===== src/inc/quant_sat_pkg.sv =====
// constants, encodings and carrier types for the fixed-point quantize/saturate datapath
// assumes a single 25 MHz clock domain and a plain address/strobe register port
package quant_sat_pkg;

    // datapath geometry: 16-bit source, 4 low bits discarded, 8-bit target
    localparam int IN_W = 16;
    localparam int DROP_W = 4;
    localparam int OUT_W = 8;
    localparam int KEEP_W = IN_W - DROP_W;
    // two guard bits so a rounding carry on an unsigned maximum stays positive
    localparam int SUM_W = KEEP_W + 2;
    localparam int CNT_W = 16;

    // register port
    localparam int ADDR_W = 4;
    localparam int DATA_W = 32;
    localparam logic [ADDR_W-1:0] CTRL_OFS = 4'h0;
    localparam logic [ADDR_W-1:0] STATUS_OFS = 4'h4;
    localparam logic [ADDR_W-1:0] RESULT_OFS = 4'h8;
    localparam logic [ADDR_W-1:0] COUNT_OFS = 4'hC;

    // control field positions
    localparam int QMODE_LSB = 0;
    localparam int OMODE_LSB = 2;
    localparam int SIGNED_BIT = 5;
    localparam int NBITS_LSB = 8;
    localparam int NBITS_W = 4;

    // status field positions
    localparam int POS_OVF_BIT = 0;
    localparam int NEG_OVF_BIT = 1;
    localparam int INEXACT_BIT = 2;

    // result field positions
    localparam int RES_VALID_BIT = 8;
    localparam int RES_POS_BIT = 9;
    localparam int RES_NEG_BIT = 10;

    // count register halves
    localparam int CONV_CNT_LSB = 0;
    localparam int OVF_CNT_LSB = 16;

    typedef enum logic [1:0] {
        truncate_mode = 2'b00,
        nearest_round_mode = 2'b01,
        convergent_round_mode = 2'b10,
        truncate_toward_zero_mode = 2'b11
    } quant_mode_t;

    typedef enum logic [2:0] {
        saturate_mode = 3'b000,
        saturate_to_zero_mode = 3'b001,
        symmetric_saturate_mode = 3'b010,
        wraparound_mode = 3'b011,
        sign_magnitude_wrap_mode = 3'b100
    } ovf_mode_t;

    typedef struct packed {
        logic [NBITS_W-1:0] n_bits;
        logic is_signed;
        logic [2:0] omode;
        quant_mode_t qmode;
    } ctrl_t;

    localparam ctrl_t CTRL_RESET = '{n_bits: 4'h0, is_signed: 1'b1, omode: 3'h0, qmode: truncate_mode};

    typedef struct packed {
        logic ovf_pos;
        logic ovf_neg;
        logic inexact;
        logic [OUT_W-1:0] data;
    } conv_result_t;

endpackage : quant_sat_pkg


===== src/design/quant_sat.sv =====
// fixed-point quantize and saturate stage with its control/status register port
// assumes the upstream datapath presents in_data with in_valid synchronous to mclk
`timescale 1ns/10ps
`default_nettype none
module quant_sat
    import quant_sat_pkg::*;
(
    // clock and reset
    input wire logic mclk,
    input wire logic rst_n,
    // upstream datapath
    input wire logic in_valid,
    input wire logic [IN_W-1:0] in_data,
    // next stage
    output logic out_valid,
    output logic [OUT_W-1:0] out_data,
    output logic out_ovf,
    // register port
    input wire logic [ADDR_W-1:0] reg_addr,
    input wire logic [DATA_W-1:0] reg_wdata,
    input wire logic reg_write,
    input wire logic reg_read,
    output logic [DATA_W-1:0] reg_rdata
);

    ////////////////////////////////////////////////////////////////////////////
    // limit and conversion arithmetic

    function automatic logic signed [SUM_W-1:0] limit_hi(input logic is_signed, input int width);
        // width 3 signed gives 3, width 3 unsigned gives 7
        limit_hi = is_signed ? SUM_W'((1 << (width - 1)) - 1) : SUM_W'((1 << width) - 1);
    endfunction : limit_hi

    function automatic logic signed [SUM_W-1:0] limit_lo(input logic is_signed, input int width);
        // width 3 signed gives -4, unsigned floors at zero
        limit_lo = is_signed ? SUM_W'(-(1 << (width - 1))) : SUM_W'(0);
    endfunction : limit_lo

    function automatic conv_result_t convert(input logic [IN_W-1:0] din, input ctrl_t c);
        logic [KEEP_W-1:0] kept;
        logic [DROP_W-1:0] dropped;
        logic half;
        logic below_half;
        logic neg;
        logic inc;
        logic signed [SUM_W-1:0] q;
        logic signed [SUM_W-1:0] hi;
        logic signed [SUM_W-1:0] lo;
        conv_result_t r;
        kept = din[IN_W-1:DROP_W];
        dropped = din[DROP_W-1:0];
        half = dropped[DROP_W-1];
        below_half = |dropped[DROP_W-2:0];
        // unsigned formats have no negative values at all
        neg = c.is_signed & din[IN_W-1];
        unique case (c.qmode)
            nearest_round_mode:
            begin
                inc = half;
            end
            convergent_round_mode:
            begin
                // off midway the remainder bits decide, on midway the kept LSB
                inc = half & (below_half | kept[0]);
            end
            truncate_toward_zero_mode:
            begin
                inc = neg & (|dropped);
            end
            truncate_mode:
            begin
                inc = 1'b0;
            end
        endcase
        if (c.is_signed)
        begin
            q = {{(SUM_W-KEEP_W){kept[KEEP_W-1]}}, kept};
        end
        else
        begin
            q = {{(SUM_W-KEEP_W){1'b0}}, kept};
        end
        // carry is added before the range check
        q = q + $signed({{(SUM_W-1){1'b0}}, inc});
        hi = limit_hi(c.is_signed, OUT_W);
        lo = limit_lo(c.is_signed, OUT_W);
        r.ovf_pos = (q > hi);
        r.ovf_neg = (q < lo);
        r.inexact = |dropped;
        // other overflow codes are not defined here and fall back to saturation
        if (r.ovf_pos)
        begin
            r.data = hi[OUT_W-1:0];
        end
        else if (r.ovf_neg)
        begin
            r.data = lo[OUT_W-1:0];
        end
        else
        begin
            r.data = q[OUT_W-1:0];
        end
        return r;
    endfunction : convert

    ////////////////////////////////////////////////////////////////////////////
    // control register

    ctrl_t ctrl;
    conv_result_t conv;
    logic write_ctrl;
    logic write_status;
    logic write_count;
    logic ovf_event;

    // one strobe-and-offset match, shared by every writable register
    function automatic logic hit(input logic strobe, input logic [ADDR_W-1:0] addr, input logic [ADDR_W-1:0] ofs);
        hit = strobe && (addr == ofs);
    endfunction : hit

    assign write_ctrl = hit(reg_write, reg_addr, CTRL_OFS);
    assign write_status = hit(reg_write, reg_addr, STATUS_OFS);
    assign write_count = hit(reg_write, reg_addr, COUNT_OFS);

    // overflow code and n_bits are kept for software only; every code saturates
    always_ff @(posedge mclk or negedge rst_n)
    begin
        if (!rst_n)
        begin
            ctrl <= CTRL_RESET;
        end
        else if (write_ctrl)
        begin
            ctrl.qmode <= quant_mode_t'(reg_wdata[QMODE_LSB +: 2]);
            ctrl.omode <= reg_wdata[OMODE_LSB +: 3];
            ctrl.is_signed <= reg_wdata[SIGNED_BIT];
            ctrl.n_bits <= reg_wdata[NBITS_LSB +: NBITS_W];
        end
    end

    ////////////////////////////////////////////////////////////////////////////
    // conversion pipeline stage

    assign conv = convert(in_data, ctrl);
    assign ovf_event = in_valid && (conv.ovf_pos || conv.ovf_neg);

    conv_result_t last;

    always_ff @(posedge mclk or negedge rst_n)
    begin
        if (!rst_n)
        begin
            out_valid <= 1'b0;
        end
        else
        begin
            out_valid <= in_valid;
        end
    end

    // data and flag hold their last word while the input idles
    always_ff @(posedge mclk or negedge rst_n)
    begin
        if (!rst_n)
        begin
            out_data <= '0;
        end
        else if (in_valid)
        begin
            out_data <= conv.data;
        end
    end

    always_ff @(posedge mclk or negedge rst_n)
    begin
        if (!rst_n)
        begin
            out_ovf <= 1'b0;
        end
        else if (in_valid)
        begin
            out_ovf <= conv.ovf_pos | conv.ovf_neg;
        end
    end

    always_ff @(posedge mclk or negedge rst_n)
    begin
        if (!rst_n)
        begin
            last <= '0;
        end
        else if (in_valid)
        begin
            last <= conv;
        end
    end

    ////////////////////////////////////////////////////////////////////////////
    // sticky status, write one to clear; a new event in the clearing cycle stays set

    logic [2:0] sticky;
    logic [2:0] sticky_set;
    logic [2:0] sticky_clr;

    assign sticky_set[POS_OVF_BIT] = in_valid & conv.ovf_pos;
    assign sticky_set[NEG_OVF_BIT] = in_valid & conv.ovf_neg;
    assign sticky_set[INEXACT_BIT] = in_valid & conv.inexact;
    assign sticky_clr = {3{write_status}} & reg_wdata[2:0];

    always_ff @(posedge mclk or negedge rst_n)
    begin
        if (!rst_n)
        begin
            sticky <= '0;
        end
        else
        begin
            sticky <= (sticky & ~sticky_clr) | sticky_set;
        end
    end

    ////////////////////////////////////////////////////////////////////////////
    // event counters, any write to the count register clears both

    logic [CNT_W-1:0] conv_cnt;
    logic [CNT_W-1:0] ovf_cnt;

    // a clear keeps an event landing in the clearing cycle; counts wrap,
    // software reads and clears well before that
    function automatic logic [CNT_W-1:0] bump(input logic [CNT_W-1:0] cnt, input logic clear, input logic seen);
        logic [CNT_W-1:0] next_cnt;
        next_cnt = cnt;
        if (clear)
        begin
            next_cnt = {{(CNT_W-1){1'b0}}, seen};
        end
        else if (seen)
        begin
            next_cnt = cnt + {{(CNT_W-1){1'b0}}, 1'b1};
        end
        return next_cnt;
    endfunction : bump

    always_ff @(posedge mclk or negedge rst_n)
    begin
        if (!rst_n)
        begin
            conv_cnt <= '0;
        end
        else
        begin
            conv_cnt <= bump(conv_cnt, write_count, in_valid);
        end
    end

    always_ff @(posedge mclk or negedge rst_n)
    begin
        if (!rst_n)
        begin
            ovf_cnt <= '0;
        end
        else
        begin
            ovf_cnt <= bump(ovf_cnt, write_count, ovf_event);
        end
    end

    ////////////////////////////////////////////////////////////////////////////
    // read port, data stands only in the cycle after the strobe

    logic [DATA_W-1:0] next_rdata;

    always_comb
    begin
        next_rdata = '0;
        unique case (reg_addr)
            CTRL_OFS:
            begin
                next_rdata[QMODE_LSB +: 2] = ctrl.qmode;
                next_rdata[OMODE_LSB +: 3] = ctrl.omode;
                next_rdata[SIGNED_BIT] = ctrl.is_signed;
                next_rdata[NBITS_LSB +: NBITS_W] = ctrl.n_bits;
            end
            STATUS_OFS:
            begin
                next_rdata[2:0] = sticky;
            end
            RESULT_OFS:
            begin
                next_rdata[OUT_W-1:0] = last.data;
                next_rdata[RES_VALID_BIT] = out_valid;
                next_rdata[RES_POS_BIT] = last.ovf_pos;
                next_rdata[RES_NEG_BIT] = last.ovf_neg;
            end
            COUNT_OFS:
            begin
                next_rdata[CONV_CNT_LSB +: CNT_W] = conv_cnt;
                next_rdata[OVF_CNT_LSB +: CNT_W] = ovf_cnt;
            end
            default:
            begin
                next_rdata = '0;
            end
        endcase
    end

    always_ff @(posedge mclk or negedge rst_n)
    begin
        if (!rst_n)
        begin
            reg_rdata <= '0;
        end
        else if (reg_read)
        begin
            reg_rdata <= next_rdata;
        end
        else
        begin
            // zero between answers, so several slaves may share one OR-ed return path
            reg_rdata <= '0;
        end
    end

endmodule : quant_sat
`default_nettype wire


===== config.mk =====
export PLATFORM = sky130hd
export DESIGN_NAME = quant_sat
export DESIGN_NICKNAME = d
export VERILOG_FILES = /design/src/inc/quant_sat_pkg.sv /design/src/design/quant_sat.sv
export SDC_FILE = /design/constraint.sdc
export NUM_CORES = 1
export LEC_CHECK = 0
export BUFFER_PORTS_ARGS = -buffer_cell sky130_fd_sc_hd__buf_4
export CORE_UTILIZATION = 44
export CTS_CLUSTER_DIAMETER = 50
export DETAILED_ROUTE_END_ITERATION = 8
export GPL_ROUTABILITY_DRIVEN = 0
export MAX_ROUTING_LAYER = met4
export PLACE_DENSITY_LB_ADDON = 0.12
export SYNTH_ARGS = -nofsm -noshare
export SYNTH_HDL_FRONTEND = slang
export SYNTH_SLANG_ARGS = --single-unit

===== constraint.sdc =====
create_clock -name mclk -period 3.9 [get_ports mclk]
set_clock_uncertainty 0.15 [all_clocks]
set_input_delay 0.195 -clock mclk [delete_from_list [all_inputs] [get_ports mclk]]
set_output_delay 0.195 -clock mclk [all_outputs]
set_load 0.005 [all_outputs]

# After elaboration in Yosys (flattened, before gate mapping)
# Index checks and enable logic that the tools add are counted.
[word_totals]
register_bits = 89
latchBits = 0
ramBits = 0
romBits = 0
output_inout_bits = 42
n_memories = 0
[classes]
n_addsub = 3
n_mul = 0
div = 0
magnitude_cmp = 2
n_eq_ne = 6
n_shift = 0
mux = 17
n_bitwise = 12
n_reduce_logical = 11
[ops]
columns = ["operator", "count"]
rows = [
  ["2-to-1 mux 16 bit", 4],
  ["adder 16 x 1 -> 16 bit (second input constant)", 2],
  ["2-to-1 mux 32 bit", 1],
  ["2-to-1 mux 14 bit", 2],
  ["2-to-1 mux 8 bit", 3],
  ["2-to-1 mux 20 bit", 1],
  ["one-hot mux 3 bit (3 select lines)", 2],
  ["adder 14 x 2 -> 14 bit", 1],
  ["greater-than comparator 14 x 9 -> 1 bit", 1],
  ["< comparator 14 bit", 1],
  ["one-hot mux 3 bit (4 select lines)", 1],
  ["equality test 4 bit (second input constant)", 2],
  ["AND 1 bit", 6],
  ["AND 3 bit", 2],
  ["equality test 2 bit (second input constant)", 2],
  ["equality test 4 x 3 -> 1 bit (second input constant)", 1],
  ["logical AND 1 bit", 4],
  ["logical NOT 4 bit", 1],
  ["one-hot mux 1 bit (4 select lines)", 1],
  ["one-hot mux 2 bit (2 select lines)", 1],
  ["nonzero test 2 bit", 2],
  ["OR reduction 4 bit", 1],
  ["NOT 3 bit", 1],
  ["OR 3 bit", 1],
  ["6 further kinds", 7],
]

# Depth between registers and ports, before layout
[logic_depth]
depth_word = 10
ltp_mapped = 18

# Worst setup path after synthesis
# Ideal clock, no wire load.
[synth_path]
kind = "reg2reg"
start = "register ctrl[5] (netlist name)"
end = "register ovf_cnt[12]"
arrival_ns = 3.713
t_required_ns = 3.684
setup_slack_ns = -0.028
path_stages_with_launch = 17
path_buffers = 1
synth_period_minus_slack_ns = 3.928
path_cell_list = "dfstp_2 -> nand2_1 -> o32ai_1 -> ha_1 -> ha_1 -> nand3_1 -> nor2_1 -> and3_1 -> xor2_1 -> ha_1 -> a211oi_1 -> a21oi_1 -> o22ai_1 -> clkbuf_1 -> nand3_1 -> a211o_1 -> nand2_1"
[synth_between]
elab_chain_cells = 8
elab_cells_between_ends = 12
classes_between = "add/sub (1); order compare (2); mux (4); bitwise (2); reduce/logical (3)"
[synth_lines]
columns = ["element", "line", "rtl"]
rows = [
  ["start: declaration", "quant_sat.sv:109", "ctrl_t ctrl;"],
  ["AND 1 bit", "quant_sat.sv:55", "neg = c.is_signed & din[IN_W-1];"],
  ["AND 1 bit", "quant_sat.sv:68", "inc = neg & (|dropped);"],
  ["one-hot mux 1 bit (4 select lines)", "quant_sat.sv:56", "unique case (c.qmode)"],
  ["adder 14 x 2 -> 14 bit", "quant_sat.sv:84", "q = q + $signed({{(SUM_W-1){1'b0}}, inc});"],
  ["greater-than comparator 14 x 9 -> 1 bit or < comparator 14 bit (tied branches)", "quant_sat.sv:87, quant_sat.sv:88", ""],
  ["logical OR 1 bit (*)", "quant_sat.sv:145", "assign ovf_event = in_valid && (conv.ovf_pos || conv.ovf_neg);"],
  ["logical AND 1 bit (*)", "quant_sat.sv:145", ""],
  ["nonzero test 2 bit (no line) (*)", "-", ""],
  ["end signal: assignment", "quant_sat.sv:264", "ovf_cnt <= bump(ovf_cnt, write_count, ovf_event);"],
  ["end: declaration", "quant_sat.sv:226", "logic [CNT_W-1:0] ovf_cnt;"],
]
# Mark *: on every way between the ends. The rest lies on a longest branch, timed or not.
# A chain may end at the register's enable or synchronous reset.

# Final worst setup path
[layout_path]
start = "register ctrl[5] (netlist name)"
end = "register ovf_cnt[15]"
# Same word-level chain as after synthesis.

==> impl_metrics.toml <==
[floorplan]
core_area_um2 = 10200
rows = 37
die_area_um2 = 10900
die_x_um = 104
die_y_um = 104
ios = 99
initial_core_util_pct = 45.2

[timing]
period_needed_ns = 3.64
tightest_slew_ns = 1.13
fin_ws_ns = 0.260
hold_viol_final = 0
layout_worst_path_cycle_share_pct = 93.3
worst_slew_margin_rel_pct = 24.3
fmax_ghz = 0.275
finalSetupTns_ns = 0
drv_slew = 0
rsz0062_at_grt = "no"
hold_slack_ns = 0.0780
setup_viol = 0

[synth]
ys_seq_area_share_pct = 48.2
ys_ff_latch = 89
synth_cell_types = 53
syn_area_um2 = 4620
synth.most_common_cell = "dfrtp_1"
synthTopCellsByCount = "88 x dfrtp_1, 53 x nor2_1, 50 x nand2_1"
yosys.area.top_type = "dfrtp_1"
yosysWarningCount = 0
synth_edf_count = 0
dominantRegCellSynth = "dfrtp_1"
syn_inst = 467
synthArstFlopShare_pct = 100
synth_top_area_share_pct = 47.7
postSynthAreaPerCell_um2 = 9.89
syn-num-nets = 536
netlist_top_cells_area = "dfrtp_1 48%, nor2_1 4.3%, nand2_1 4.1%"

[pwr]
p_clk_share_pct = 26.4
p_sw_share_pct = 32.1
power.density_nw_per_um2 = 418
power.net_switching_w = 0.000766
finalPower_w = 0.00238
power_frac_seq_pct = 48.4
irDropWorstVdd_mv = 0.173
power.leakage_nw = 2.69
power.internal_w = 0.00162
power_frac_comb_pct = 25.2

[placed_design]
dp.cells = 664
port_buffers = 76
post-place-ws_ns = 0.0729
hpwl_um = 7330

[clocking]
cts_root_buf = "clkbuf_8"
cts_max_path_buffers = 2
path_clk_slew_ns = 0.09
clock_sinks = 89
numCtsBuffers = 9
cts_tree = "built"
cts-htree-levels = 3
clk_latency_ns = 0.36

[critical_path]
r2r-end = "ovf_cnt[15]"
r2r_cells = 16
crit_path_start_kind = "flip-flop"
crit_required_ns = 4.03
criticalPathCategory = "flip-flop to flip-flop"
crit_path_max_fanout = 15
end_kind = "flip-flop"
crit-reg2reg-launch = "ctrl[5]"
ff2ff_setup_slack_ns = 0.26
crit_arrival_ns = 3.77

[final_layout]
antennaDiodeCount = 0
finalNonFillerCells = 695
final_nets = 623
fill_cells = 905
areaGrowthSynthToFinish_pct = 23.4
drive_gt1_share_pct = 23.8

[route]
wl_per_cell_um = 15.2
dr_wl_met3_um = 391
dr.pass1.iters = 4
routed_wl_um = 10500
ant_nets = 0
wl_met2_um = 4990
drc = 0
avgViaCountPerCell = 5.31
dr_total_vias = 3691
drtIter0Drc = 160
routed.top_layer = "met4"
wl_met1_um = 5000

[run]
cap_violations = 0

[status]
status = "finished clean"

[global_routing]
antenna_found_initial = 0
grt_max_degree = 59
grt.total_usage_pct = 20.4
first_global_vias = 3531
grt_pass1_wl_um = 17200
overflow = 0

[min_path]
min_to = "reg_rdata[1]"
worstHoldStart = "reg_addr[0]"
holdCritPathClass = "primary input to flip-flop"
hold_depth = 3
==> registers in the layout, summed over array words and instances, names as in the netlist <==
name	cells
conv_cnt	16
out_valid	1
reg_rdata	32
out_ovf	1
ctrl	10
sticky	3
last	10
ovf_cnt	16
==> logic make-up (layout without fill, tap and decap cells) <==
family                     after synthesis  count (layout)  share of synthesized area [%]
buffers and inverters                   34             126                           3.60
DFF                                     89              89                           48.2
xor gates and xnor gates                22              22                           4.33
muxes                                   29              29                           7.37
and+or+nand+nor                        206             206                           22.3
AOI/OAI and AO/OA                       75              75                           11.0
adders and majority gates               12              12                           3.25
==> layer usage <==
metal | vias up | GRT usage, %
met5 | - | -
met4 | 0 | 6.94
met3 | 12 | 2.94
met2 | 88 | 32.3
met1 | 1786 | 27.0
li1 | 1805 | -
==> layout make-up <==
type	count	area, µm²	area share, %
sequential	89	2230	39.1
clock inverter	7	70.1	1.23
clock buffer	9	124	2.17
multi-input combinational	344	2270	39.8
timing repair buffer	100	801	14.0
inverter	10	37.5	0.658
tap	136	170	2.98
==> cell usage in the layout, fill, tap and decap left out, drive strengths merged, types with 11 or more instances in the layout <==
master / synthesis / layout
nand4: 15 / 15
o21ai: 11 / 11
a21oi: 29 / 29
mux2i: 16 / 16
nand3: 20 / 20
inv: 10 / 11
nor2: 54 / 54
ha: 12 / 12
and3: 11 / 11
and2: 25 / 25
dlygate4sd3: 0 / 15
dfrtp: 88 / 88
nand2: 50 / 50
buf: 13 / 85
xnor2: 12 / 12
==> how the worst max path moves through the flow <==
stage | startpoint | endpoint | slack, ns | depth (start not counted)
2_1_floorplan | ctrl[5] | ovf_cnt[12] | 0.06 | 16
3_3_place_gp | ctrl[5] | ovf_cnt[15] | 0.15 | 16
3_5_place_dp | ctrl[5] | ovf_cnt[15] | 0.07 | 16
4_1_cts | ctrl[5] | ovf_cnt[15] | 0.04 | 16
5_1_grt | ctrl[5] | ovf_cnt[15] | 0.01 | 18
6_report | ctrl[5] | ovf_cnt[15] | 0.26 | 16
==> through the flow <==
step	area (µm²)	util, %
after floorplan	4620	-
after global placement	5320	52.0
after detailed placement	5320	52.0
after CTS	5660	55.3
after global routing	5700	55.7
final	5700	55.7
==> what timing repair did <==
item,in CTS,in global routing
hold buffers,15,0
resized for setup,0,8
hold endpoints to repair,75,0
setup buffers,0,0
setup endpoints to repair,0,15
==> critical path, cell delays in order, from the launching register on <==
cell and delay [ns]:
dfstp_2 0.54, nand2_1 0.08, o32ai_1 0.28, ha_2 0.26, ha_1 0.19, nand3_1 0.10, nor2_1 0.14, and3_1 0.19
xor2_1 0.15, ha_1 0.27, a211oi_2 0.22, a21oi_1 0.12, o22ai_2 0.18, buf_12 0.17, nand2_1 0.07, a211oi_2 0.24
mux2i_1 0.21
==> power by group through the flow <==
stage	Clock [W]	Combinational, W	Sequential [W]
after CTS	0.000650	0.000588	0.00115
after global routing	0.000686	0.000675	0.00117
final	0.000630	0.000600	0.00115
after floorplan	0	0.000387	0.00113
after detailed placement	0	0.000572	0.00117
after global placement	0	0.000555	0.00117
Note: power is estimated with default switching activity, not from simulation.
